**config.mk**
```make
export PLATFORM = sky130hd
export DESIGN_NAME = fls_sequencer
export DESIGN_NICKNAME = d
export VERILOG_FILES = /design/src/logic/fls_pkg.sv /design/src/logic/fls_page_latch.sv /design/src/logic/fls_flash_port.sv /design/src/logic/fls_sequencer.sv
export SDC_FILE = /design/constraint.sdc
export NUM_CORES = 2
export LEC_CHECK = 0
export ABC_CLOCK_PERIOD_IN_PS = 5200
export BUFFER_PORTS_ARGS = -buffer_cell sky130_fd_sc_hd__buf_2
export CORE_MARGIN = 2
export CORE_UTILIZATION = 40
export DETAILED_ROUTE_END_ITERATION = 10
export PLACE_DENSITY = 0.64
export SETUP_SLACK_MARGIN = 0.4
export SYNTH_ARGS = -nofsm -noshare
export SYNTH_HDL_FRONTEND = slang
export SYNTH_HIERARCHICAL = 1
export SYNTH_SLANG_ARGS = --single-unit
```
**constraint.sdc**
```tcl
create_clock -name mclk -period 5.2 [get_ports mclk]
set_input_delay 1.04 -clock mclk [delete_from_list [all_inputs] [get_ports mclk]]
set_output_delay 1.04 -clock mclk [all_outputs]
set_load 0.03 [all_outputs]
```
**src/logic/fls_pkg.sv**
```systemverilog
// Purpose: shared constants and types for the flash call sequencer
// Assumes: 32-bit parameter words, one 128-byte page latch
// Notes:   failure status words are built with fail_word
package fls_pkg;

	// register port offsets
	localparam logic [3:0]  ADDR_ARG     = 4'h0;
	localparam logic [3:0]  ADDR_REQ     = 4'h4;

	// request register layout
	localparam int          REQ_FLAG_BIT = 31;
	localparam logic [15:0] OP_LOAD      = 16'h0004;
	localparam logic [15:0] OP_WROW      = 16'h0005;
	localparam logic [15:0] OP_CLK       = 16'h0015;

	// first parameter word layout and keys
	localparam int          K1_LSB       = 0;
	localparam int          K2_LSB       = 8;
	localparam int          BADDR_LSB    = 16;
	localparam int          MACRO_LSB    = 24;
	localparam int          ROW_LSB      = 16;
	localparam logic [7:0]  KEY1         = 8'hb6;
	localparam logic [7:0]  KEY2_LOAD    = 8'hd7;
	localparam logic [7:0]  KEY2_WROW    = 8'hd8;
	localparam logic [7:0]  MACRO_MAX    = 8'h01;

	// parameter block offsets
	localparam logic [31:0] LEN_OFS      = 32'h0000_0004;
	localparam logic [31:0] DATA_OFS     = 32'h0000_0008;

	// page latch geometry
	localparam int          ROW_BYTES    = 128;
	localparam int          LAT_AW       = 7;
	localparam logic [7:0]  LAT_LAST     = 8'h7f;

	// oscillator setting needed by the charge pump
	localparam logic [7:0]  OSC_MHZ      = 8'h30;

	// status words
	localparam logic [31:0] ST_OK        = 32'ha000_0000;
	localparam logic [23:0] FAIL_HI      = 24'hf0_0000;
	localparam logic [7:0]  RSN_KEY      = 8'h01;
	localparam logic [7:0]  RSN_PUMP     = 8'h02;
	localparam logic [7:0]  RSN_OPC      = 8'h03;
	localparam logic [7:0]  RSN_PARAM    = 8'h04;
	localparam logic [7:0]  RSN_WPROT    = 8'h05;

	// register port request
	typedef struct packed {
		logic [3:0]  addr;
		logic [31:0] wdata;
		logic        we;
		logic        re;
	} fls_bus_s;

	// flash macro operations
	typedef enum logic {FOP_ERASE, FOP_PROG} fls_fop_e;

	// failure status word from a reason byte
	function automatic logic [31:0] fail_word(input logic [7:0] rsn);
		return {FAIL_HI, rsn};
	endfunction

endpackage

```
**src/logic/fls_page_latch.sv**
```systemverilog
// Purpose: page latch buffer holding one row of data to program
// Assumes: single writer, single reader, same clock
// Notes:   a per-byte nonzero map gives the all-zero test in one cycle
`timescale 1ns/1ps
`default_nettype none
module fls_page_latch #(
	parameter int BYTES = fls_pkg::ROW_BYTES,
	parameter int AW    = fls_pkg::LAT_AW
) (
	// clock and reset
	input  wire logic          mclk,
	input  wire logic          srst,
	input  wire logic          clk_en,
	// write side
	input  wire logic          wr_en,
	input  wire logic [AW-1:0] wr_addr,
	input  wire logic [7:0]    wr_data,
	input  wire logic          clear,
	// read side, data one cycle later
	input  wire logic [AW-1:0] rd_addr,
	output logic      [7:0]    rd_data,
	output logic               all_zero
);
	import fls_pkg::*;

	logic [7:0]       mem [BYTES];      // latch bytes
	logic [7:0]       next_mem [BYTES];
	logic [BYTES-1:0] nz;               // byte holds a nonzero value
	logic [BYTES-1:0] next_nz;
	logic [7:0]       next_rd_data;

	assign all_zero = ~|nz;

	// clear wins over a write in the same cycle
	always_comb begin
		next_mem     = mem;
		next_nz      = nz;
		next_rd_data = mem[rd_addr];
		if (clear) begin
			next_mem = '{default: 8'h00};
			next_nz  = '0;
		end else if (wr_en) begin
			next_mem[wr_addr] = wr_data;
			next_nz[wr_addr]  = |wr_data;
		end
	end

	// contents survive between calls, only reset or clear empties them
	always_ff @(posedge mclk) begin
		if (srst) begin
			mem     <= '{default: 8'h00};
			nz      <= '0;
			rd_data <= 8'h00;
		end else if (clk_en) begin
			mem     <= next_mem;
			nz      <= next_nz;
			rd_data <= next_rd_data;
		end
	end

endmodule
`default_nettype wire

```
**src/logic/fls_flash_port.sv**
```systemverilog
// Purpose: drives one erase or program request to the flash macro
// Assumes: flash_done is a one-cycle pulse from same-clock logic
// Notes:   request levels stand until the macro answers
`timescale 1ns/1ps
`default_nettype none
module fls_flash_port (
	// clock and reset
	input  wire logic                mclk,
	input  wire logic                srst,
	input  wire logic                clk_en,
	// sequencer side
	input  wire logic                start,
	input  wire fls_pkg::fls_fop_e   op,
	input  wire logic [15:0]         row,
	input  wire logic [7:0]          macro,
	output logic                     op_done,
	// flash macro side
	output logic                     flash_erase,
	output logic                     flash_prog,
	output logic      [15:0]         flash_row,
	output logic      [7:0]          flash_macro,
	input  wire logic                flash_done
);
	import fls_pkg::*;

	logic        next_erase;
	logic        next_prog;
	logic [15:0] next_row;
	logic [7:0]  next_macro;
	logic        next_done;

	// a start while a request stands is ignored
	always_comb begin
		next_erase = flash_erase;
		next_prog  = flash_prog;
		next_row   = flash_row;
		next_macro = flash_macro;
		next_done  = 1'b0;
		if (flash_erase || flash_prog) begin
			if (flash_done) begin
				next_erase = 1'b0;
				next_prog  = 1'b0;
				next_done  = 1'b1;
			end
		end else if (start) begin
			next_erase = (op == FOP_ERASE);
			next_prog  = (op == FOP_PROG);
			next_row   = row;
			next_macro = macro;
		end
	end

	// register every pin
	always_ff @(posedge mclk) begin
		if (srst) begin
			flash_erase <= 1'b0;
			flash_prog  <= 1'b0;
			flash_row   <= 16'h0000;
			flash_macro <= 8'h00;
			op_done     <= 1'b0;
		end else if (clk_en) begin
			flash_erase <= next_erase;
			flash_prog  <= next_prog;
			flash_row   <= next_row;
			flash_macro <= next_macro;
			op_done     <= next_done;
		end
	end

endmodule
`default_nettype wire

```
**src/logic/fls_sequencer.sv**
```systemverilog
// Purpose: flash call sequencer for clock setup, latch load and row write
// Assumes: parameter memory, clock controller and flash on mclk
// Notes:   registers frozen by software while a call runs
//
// Implementation choices: the strobed register port and the address map.
`timescale 1ns/1ps
`default_nettype none
// Notes on behaviour
// clock call selects oscillator at 48 MHz
// wrong pump clock fails row write untouched
// load length one to 128 bytes
// load starts at byte offset bits 23:16
// latch persists until a row program
// requester puts aligned parameter address first
// keys b6 and d7 checked for load
// bits 31:24 select flash macro
// length word at offset four, minus one
// data bytes from offset eight, in order
// requester writes opcode four with flag
// success shows a in bits 31:28
// row write erases, then programs
// all-zero latch skips programming
// programming clears the page latch
// protected rows are never modified
// requester configures clock and loads first
// row write keys b6, d8, row, opcode
// failure status f00000 plus reason byte
// flag cleared when call completes
module fls_sequencer (
	// clock and reset
	input  wire logic                mclk,
	input  wire logic                srst,
	input  wire logic                clk_en,
	// register port
	input  wire fls_pkg::fls_bus_s   bus,
	output logic      [31:0]         reg_rdata,
	// parameter memory read port
	output logic                     sram_rd,
	output logic      [31:0]         sram_addr,
	input  wire logic                sram_ack,
	input  wire logic [31:0]         sram_rdata,
	// clock controller
	output logic                     pump_sel_osc,
	output logic                     hf_sel_osc,
	output logic      [7:0]          osc_freq_cfg,
	input  wire logic                pump_from_osc,
	input  wire logic [7:0]          osc_mhz,
	// row protection lookup
	output logic      [15:0]         prot_row,
	input  wire logic                prot_hit,
	// flash macro
	output logic                     flash_erase,
	output logic                     flash_prog,
	output logic      [15:0]         flash_row,
	output logic      [7:0]          flash_macro,
	input  wire logic                flash_done,
	input  wire logic [6:0]          flash_lat_addr,
	output logic      [7:0]          flash_lat_data
);
	import fls_pkg::*;

	typedef enum logic [2:0] {
		S_IDLE, S_KEY, S_LEN, S_DATA, S_PROT, S_ERASE, S_PROG
	} fls_state_e;

	fls_state_e  state;          // call sequencer state
	fls_state_e  next_state;
	logic [31:0] arg;            // syscall_argument
	logic [31:0] next_arg;
	logic [31:0] req;            // syscall_request
	logic [31:0] next_req;
	logic [6:0]  offs;           // first latch byte
	logic [6:0]  next_offs;
	logic [6:0]  cnt;            // length minus one
	logic [6:0]  next_cnt;
	logic [6:0]  idx;            // byte being loaded
	logic [6:0]  next_idx;
	logic [7:0]  macro_sel;      // macro chosen by last load
	logic [7:0]  next_macro_sel;
	logic [15:0] row_sel;        // row of the running write
	logic [15:0] next_row_sel;
	logic        next_sram_rd;
	logic [31:0] next_sram_addr;
	logic        next_pump;
	logic        next_hf;
	logic [7:0]  next_freq;
	logic [15:0] next_prot_row;
	logic [31:0] next_rdata;

	// latch and flash port hookup
	logic        lat_we;
	logic [6:0]  lat_waddr;
	logic [7:0]  lat_wdata;
	logic        lat_clr;
	logic        lat_zero;
	logic        fp_start;
	fls_fop_e    fp_op;
	logic        fp_done;

	// decode of the request, the request write and the fetched first word
	logic [15:0] opc;
	logic        is_load;
	logic        key_ok;
	logic        go;

	// word holding data byte i, parameter block is word aligned
	function automatic logic [31:0] data_addr(input logic [31:0] base,
	                                          input logic [6:0] i);
		return base + DATA_OFS + {25'h0000000, i[6:2], 2'b00};
	endfunction

	// byte lane i of a fetched word, first byte in the low lane
	function automatic logic [7:0] lane(input logic [31:0] w, input logic [6:0] i);
		return w[{i[1:0], 3'b000} +: 8];
	endfunction

	assign opc     = req[15:0];
	assign is_load = (opc == OP_LOAD);
	assign go      = bus.we && (bus.addr == ADDR_REQ) && bus.wdata[REQ_FLAG_BIT]
	                 && (state == S_IDLE);
	// key pair depends on the call
	assign key_ok  = (sram_rdata[K1_LSB +: 8] == KEY1)
	                 && (sram_rdata[K2_LSB +: 8] == (is_load ? KEY2_LOAD : KEY2_WROW));

	// call sequencing and register updates
	always_comb begin
		next_state     = state;
		next_arg       = arg;
		next_req       = req;
		next_offs      = offs;
		next_cnt       = cnt;
		next_idx       = idx;
		next_macro_sel = macro_sel;
		next_row_sel   = row_sel;
		next_sram_rd   = 1'b0;
		next_sram_addr = sram_addr;
		next_pump      = pump_sel_osc;
		next_hf        = hf_sel_osc;
		next_freq      = osc_freq_cfg;
		next_prot_row  = prot_row;
		lat_we         = 1'b0;
		lat_waddr      = offs + idx;
		lat_wdata      = lane(sram_rdata, idx);
		lat_clr        = 1'b0;
		fp_start       = 1'b0;
		fp_op          = FOP_ERASE;
		// software writes land only while idle
		if (bus.we && state == S_IDLE) begin
			if (bus.addr == ADDR_ARG)
				next_arg = bus.wdata;
			if (bus.addr == ADDR_REQ)
				next_req = bus.wdata;
		end
		unique case (state)
			S_IDLE: begin
				if (go) begin
					if (bus.wdata[15:0] == OP_CLK) begin
						// pump and fast clock from the oscillator
						next_pump = 1'b1;
						next_hf   = 1'b1;
						next_freq = OSC_MHZ;
						next_arg  = ST_OK;
						next_req[REQ_FLAG_BIT] = 1'b0;
					end else if (bus.wdata[15:0] == OP_LOAD || bus.wdata[15:0] == OP_WROW) begin
						// fetch key word at the argument address
						next_sram_rd   = 1'b1;
						next_sram_addr = arg;
						next_state     = S_KEY;
					end else begin
						next_arg = fail_word(RSN_OPC);
						next_req[REQ_FLAG_BIT] = 1'b0;
					end
				end
			end
			S_KEY: begin
				if (sram_ack) begin
					if (!key_ok) begin
						next_arg   = fail_word(RSN_KEY);
						next_state = S_IDLE;
					end else if (is_load) begin
						// macro and start offset range checks
						if (sram_rdata[MACRO_LSB +: 8] > MACRO_MAX
						    || sram_rdata[BADDR_LSB +: 8] > LAT_LAST) begin
							next_arg   = fail_word(RSN_PARAM);
							next_state = S_IDLE;
						end else begin
							next_macro_sel = sram_rdata[MACRO_LSB +: 8];
							next_offs      = sram_rdata[BADDR_LSB +: 7];
							next_sram_rd   = 1'b1;
							next_sram_addr = arg + LEN_OFS;
							next_state     = S_LEN;
						end
					end else if (pump_from_osc && osc_mhz != OSC_MHZ) begin
						// flash is left alone on a bad pump clock
						next_arg   = fail_word(RSN_PUMP);
						next_state = S_IDLE;
					end else begin
						next_row_sel  = sram_rdata[ROW_LSB +: 16];
						next_prot_row = sram_rdata[ROW_LSB +: 16];
						next_state    = S_PROT;
					end
				end
			end
			S_LEN: begin
				if (sram_ack) begin
					// length must fit between offset and row end
					if (sram_rdata[7:0] > LAT_LAST
					    || {1'b0, offs} + sram_rdata[7:0] > LAT_LAST) begin
						next_arg   = fail_word(RSN_PARAM);
						next_state = S_IDLE;
					end else begin
						next_cnt       = sram_rdata[6:0];
						next_idx       = 7'h00;
						next_sram_rd   = 1'b1;
						next_sram_addr = data_addr(arg, 7'h00);
						next_state     = S_DATA;
					end
				end
			end
			S_DATA: begin
				if (sram_ack) begin
					lat_we = 1'b1;
					if (idx == cnt) begin
						next_arg   = ST_OK;
						next_state = S_IDLE;
					end else begin
						// one fetch per byte keeps the lane logic trivial
						next_idx       = idx + 7'h01;
						next_sram_rd   = 1'b1;
						next_sram_addr = data_addr(arg, idx + 7'h01);
					end
				end
			end
			S_PROT: begin
				// lookup answers in the same cycle that prot_row moved
				if (prot_hit) begin
					next_arg   = fail_word(RSN_WPROT);
					next_state = S_IDLE;
				end else begin
					fp_start   = 1'b1;
					fp_op      = FOP_ERASE;
					next_state = S_ERASE;
				end
			end
			S_ERASE: begin
				if (fp_done) begin
					if (lat_zero) begin
						next_arg   = ST_OK;
						next_state = S_IDLE;
					end else begin
						fp_start   = 1'b1;
						fp_op      = FOP_PROG;
						next_state = S_PROG;
					end
				end
			end
			S_PROG: begin
				if (fp_done) begin
					lat_clr    = 1'b1;
					next_arg   = ST_OK;
					next_state = S_IDLE;
				end
			end
			// the one unused code falls back to idle
			default: next_state = S_IDLE;
		endcase
		// any return to idle ends the call
		if (state != S_IDLE && next_state == S_IDLE)
			next_req[REQ_FLAG_BIT] = 1'b0;
	end

	// read data stand one cycle after the strobe, unmapped reads zero
	always_comb begin
		next_rdata = 32'h0000_0000;
		if (bus.re) begin
			if (bus.addr == ADDR_ARG)
				next_rdata = arg;
			else if (bus.addr == ADDR_REQ)
				next_rdata = req;
		end
	end

	// sequencer state
	always_ff @(posedge mclk) begin
		if (srst) begin
			state        <= S_IDLE;
			arg          <= 32'h0000_0000;
			req          <= 32'h0000_0000;
			offs         <= 7'h00;
			cnt          <= 7'h00;
			idx          <= 7'h00;
			macro_sel    <= 8'h00;
			row_sel      <= 16'h0000;
			sram_rd      <= 1'b0;
			sram_addr    <= 32'h0000_0000;
			pump_sel_osc <= 1'b0;
			hf_sel_osc   <= 1'b0;
			osc_freq_cfg <= 8'h00;
			prot_row     <= 16'h0000;
			reg_rdata    <= 32'h0000_0000;
		end else if (clk_en) begin
			state        <= next_state;
			arg          <= next_arg;
			req          <= next_req;
			offs         <= next_offs;
			cnt          <= next_cnt;
			idx          <= next_idx;
			macro_sel    <= next_macro_sel;
			row_sel      <= next_row_sel;
			sram_rd      <= next_sram_rd;
			sram_addr    <= next_sram_addr;
			pump_sel_osc <= next_pump;
			hf_sel_osc   <= next_hf;
			osc_freq_cfg <= next_freq;
			prot_row     <= next_prot_row;
			reg_rdata    <= next_rdata;
		end
	end

	// page latch buffer
	fls_page_latch u_latch (
		.mclk     (mclk),
		.srst     (srst),
		.clk_en   (clk_en),
		.wr_en    (lat_we),
		.wr_addr  (lat_waddr),
		.wr_data  (lat_wdata),
		.clear    (lat_clr),
		.rd_addr  (flash_lat_addr),
		.rd_data  (flash_lat_data),
		.all_zero (lat_zero)
	);

	// flash macro request driver
	fls_flash_port u_fport (
		.mclk        (mclk),
		.srst        (srst),
		.clk_en      (clk_en),
		.start       (fp_start),
		.op          (fp_op),
		.row         (row_sel),
		.macro       (macro_sel),
		.op_done     (fp_done),
		.flash_erase (flash_erase),
		.flash_prog  (flash_prog),
		.flash_row   (flash_row),
		.flash_macro (flash_macro),
		.flash_done  (flash_done)
	);
endmodule
`default_nettype wire

```
==> impl.org <==
** Outcome
- Run status :: completed

** CTS
- Max clock buf depth :: 3
- Buffers inserted during clock tree synthesis total 149.
- H-tree lvl count :: 4
- Number of post-CTS setup repair buffers :: 0
- Post-CTS repair changed the size of 0 cells.
- Clock tree from TritonCTS :: built
- Clock-pin slew was measured on the worst setup and hold paths at 0.06 ns.
- In this run, post-CTS hold repair placed 0 buffers.
- Clock insertion delay at the later pin of the skew report :: 0.80 ns
- Clk root buf :: sky130_fd_sc_hd__clkbuf_16
- Clock sink count :: 1365

** Route
- Via total after detailed routing :: 53280
- Routed len/inst :: 24.62 um
- Post-detailed-routing wire length :: 209.6 mm
- The first detailed-routing pass ran for 6 iterations.
- For this run, design rule violations remaining after detail routing come to 0.
- Using the TritonRoute via totals, the vias-per-cell ratio works out to 6.258.
- In this run the remaining antenna-violating nets after routing total 0.
- DRT iter0 DRCs :: 7046

** Synthesis
- Cell type with the highest aggregate area in the netlist :: sky130_fd_sc_hd__dfxtp_1
- Dominant register cell in the synthesized netlist :: sky130_fd_sc_hd__dfxtp_1
- Gate count of the mapped netlist :: 6366
- Average size of a mapped cell :: 9.430 um^2
- Summing the sequential cell areas from Yosys gives 45.52% of the chip area.
- The synthesized netlist occupies a cell area of 60030 um^2.
- Number of different library cells in the post-synthesis netlist :: 91
- Total of warnings raised by yosys :: 6
- By area the synthesized netlist is led by sky130_fd_sc_hd__dfxtp_1, sky130_fd_sc_hd__a22oi_1, sky130_fd_sc_hd__mux4_2.
- Post-synth EDFFs :: 0
- Counting flops and latches in the post-synthesis netlist gives 1365.
- Ranked by instance count, the synthesized netlist is headed by sky130_fd_sc_hd__nor2_1, sky130_fd_sc_hd__dfxtp_1, sky130_fd_sc_hd__a22oi_1.
- In the synthesized netlist the async set-or-reset flop fraction comes to 0%.
- By instance count, the leading cell after synthesis is sky130_fd_sc_hd__nor2_1.
- In this run the biggest area consumer among cell types represents 45.52% of the synthesized area.

** GRT
- The via count of the first global-routing pass was 50210.
- First-pass GRT wire length :: 316.2 mm
- Maximum number of pins on one net before global-route repair :: 253
- Global routing consumed, over all layers together, 26.47% of the routing resources.
- Number of antenna violations at the first check in global routing :: 6
- Summed over all layers, the global routing overflow is 0.

** Final layout
- In the final design database the tool counted 6502 nets.
- Fraction of layout instances using a drive strength above 1 :: 15.33%
- Area growth syn-to-layout :: 13.27%

** Power and ir drop
- Cell internal power was estimated by the tool at 17090 uW.
- Relative contribution of sequential cells to total power :: 47.0%
- Power density normalized to cell area :: 328.7 nW/um^2
- The worst-case IR drop observed on VDD is 0.3300 mV.
- Gate power share :: 4.3%
- Leakage power figure :: 0.02337 uW
- Net switching power :: 5254 uW
- Sw frac :: 23.51%
- The share of total power dissipated in the clock network is 48.7%.

** Timing
- Setup Total Neg Slack :: 0 ns
- Setup repair after global routing missed its margin :: no
- The count of final max-slew check failures came to 0.
- Final critical-path share of the clock period :: 84.55%
- Maximum clock skew at final layout :: 0.05598 ns
- Based on the critical path, the design can be clocked at up to 0.2274 GHz.
- The total count of hold-check failures in the final report came to 0.
- In this run the tightest slew margin relative to its limit is 7.016%.
- Setup violations remaining at the end of the flow were counted as 0.
- At the pin with the least slew margin, the transition time is 1.395 ns.
- After layout, the minimum clock period comes to 4.397 ns.
- Across all setup checks in the final design, the least slack found is 0.8033 ns.

** Place
- Detailed placement HPWL :: 136.3 mm
- Before CTS, the worst setup slack after placement is 0.8330 ns.
- Port Buffers :: 210
- Final weighted congestion in routability-driven placement :: 0.9699

** Worst setup path
- Walking the worst path, the cells encountered are buf_4, inv_1, fa_1, inv_1, a21oi_1, o21bai_1, a21o_1, a21oi_1, xnor2_1, buf_4, nor4_2, nand2_1, nor2_1, a22oi_1, nor2_1.
- Worst endpoint required time :: 5.91 ns
- Worst setup path category :: flip-flop to flip-flop
- On the critical path, the stage with the largest delay is an instance of sky130_fd_sc_hd__nor4_2.
- In this design, the stage delay of the slowest critical-path cell is 0.73 ns.
- Largest driver fanout on the critical path :: 14
- Setup crit end kind :: flip-flop
- Data arrival time of the critical path :: 5.10 ns
- The worst setup path is launched from a flip-flop.

** Floorplanning
- Die area :: 153200 um^2
- Core ar. :: 149400 um^2
- Y dimension of the die :: 391.4 um
- Io pins :: 217
- Initial cell density of the core :: 40.18%
- From left edge to right edge, the die measures 391.4 um.
- Placement Rows :: 142

** Flow run
- Max capacitance violation total :: 0

** Min path
- The min-delay analysis places its worst path in the category flip-flop to flip-flop.
## cell usage in the layout (no fill, tap or decap), drive strengths merged, types with 64 or more instances in the layout
master and count:
nor2 1605, a22oi 1204, mux2i 97, buf 402, clkbuf 213, nand2 185, o21ai 172, mux4 276
nand2b 64, nor4 65, a21oi 159, dfxtp 1365
## state kept, by name (all words and copies together) (netlist names)
signal / flops
state: 3
arg: 32
cnt: 7
u_latch/rd_data: 8
u_fport/flash_macro: 8
idx: 7
req: 32
u_fport/flash_erase: 1
sram_rd: 1
osc_freq_cfg: 1
offs: 7
u_fport/flash_row: 16
reg_rdata: 32
sram_addr: 32
u_latch/mem: 1024
row_sel: 16
u_fport/op_done: 1
u_fport/flash_prog: 1
macro_sel: 8
u_latch/nz: 128
## critical path, delay by kind of cell, from the launching register on
kind | cells | cell delay [ns]
adder cells (fa/ha/maj) | 1 | 0.42
flip-flops | 1 | 0.31
buffers and inverters | 4 | 0.61
AO/OA/AOI/OAI | 5 | 0.70
XOR/XNOR | 1 | 0.24
AND/OR/NAND/NOR | 4 | 2.03
## cell type report
type | instances | area (um^2)
diodes | 2 | 5.005
well taps | 2016 | 2522
fillers | 14220 | 81420
clock inverters | 46 | 670.6
multi-input cells | 4447 | 30330
inverters | 23 | 86.33
repair buffers | 402 | 2713
flip-flops and latches | 1365 | 27330
clock buffers | 213 | 4343
## kinds of logic after synthesis
| kind of cell | Yosys count | share of synthesized area [%] |
|---|---|---|
| fa+ha+maj | 22 | 0.4835 |
| compound gates | 1794 | 21.32 |
| flops | 1365 | 45.52 |
| simple gates | 2187 | 15.50 |
| xor+xnor | 55 | 0.8024 |
| buf+inv | 559 | 4.210 |
| mux | 383 | 12.16 |
| other cells | 1 | 0.006247 |
## per-stage QoR
stage	hold slack, ns	power (uW)	cells	cell area (um^2)	utilization, %
floorplan	0.4360	11340	6371	60050	-
global placement	0.4410	11670	8253	62980	42.15
detailed placement	0.4460	11670	8253	62980	42.15
CTS	0.4354	22460	8512	67990	45.50
global route	0.4672	22930	8513	68000	45.51
finish	0.4545	22350	8514	68000	45.51
## power groups by stage
stage | Clock [uW] | Combinational [uW] | Sequential, uW
finish | 10900 | 966 | 10500
global route | 11400 | 1010 | 10500
CTS | 11000 | 948 | 10500
detailed placement | 0 | 947 | 10700
global placement | 0 | 942 | 10700
floorplan | 0 | 621 | 10700
## worst paths after layout
kind              slack, ns          endpoint  cells past startpoint    startpoint
setup / recovery       0.80  u_latch/mem[982]                     15        idx[1]
hold / removal         0.45      sram_addr[3]                      2  sram_addr[3]
setup reg to reg       0.80  u_latch/mem[982]                     15        idx[1]
hold reg to reg        0.45      sram_addr[3]                      2  sram_addr[3]
## per-layer routing
layer	wire, um	global-route usage (%)	up-vias
met4	9645	12.28	4
met5	27	0	-
li1	-	-	23590
met1	85590	35.66	26240
met2	93560	40.58	2921
met3	20790	5.551	524
No activity file was read; power rests on OpenSTA's default activity.
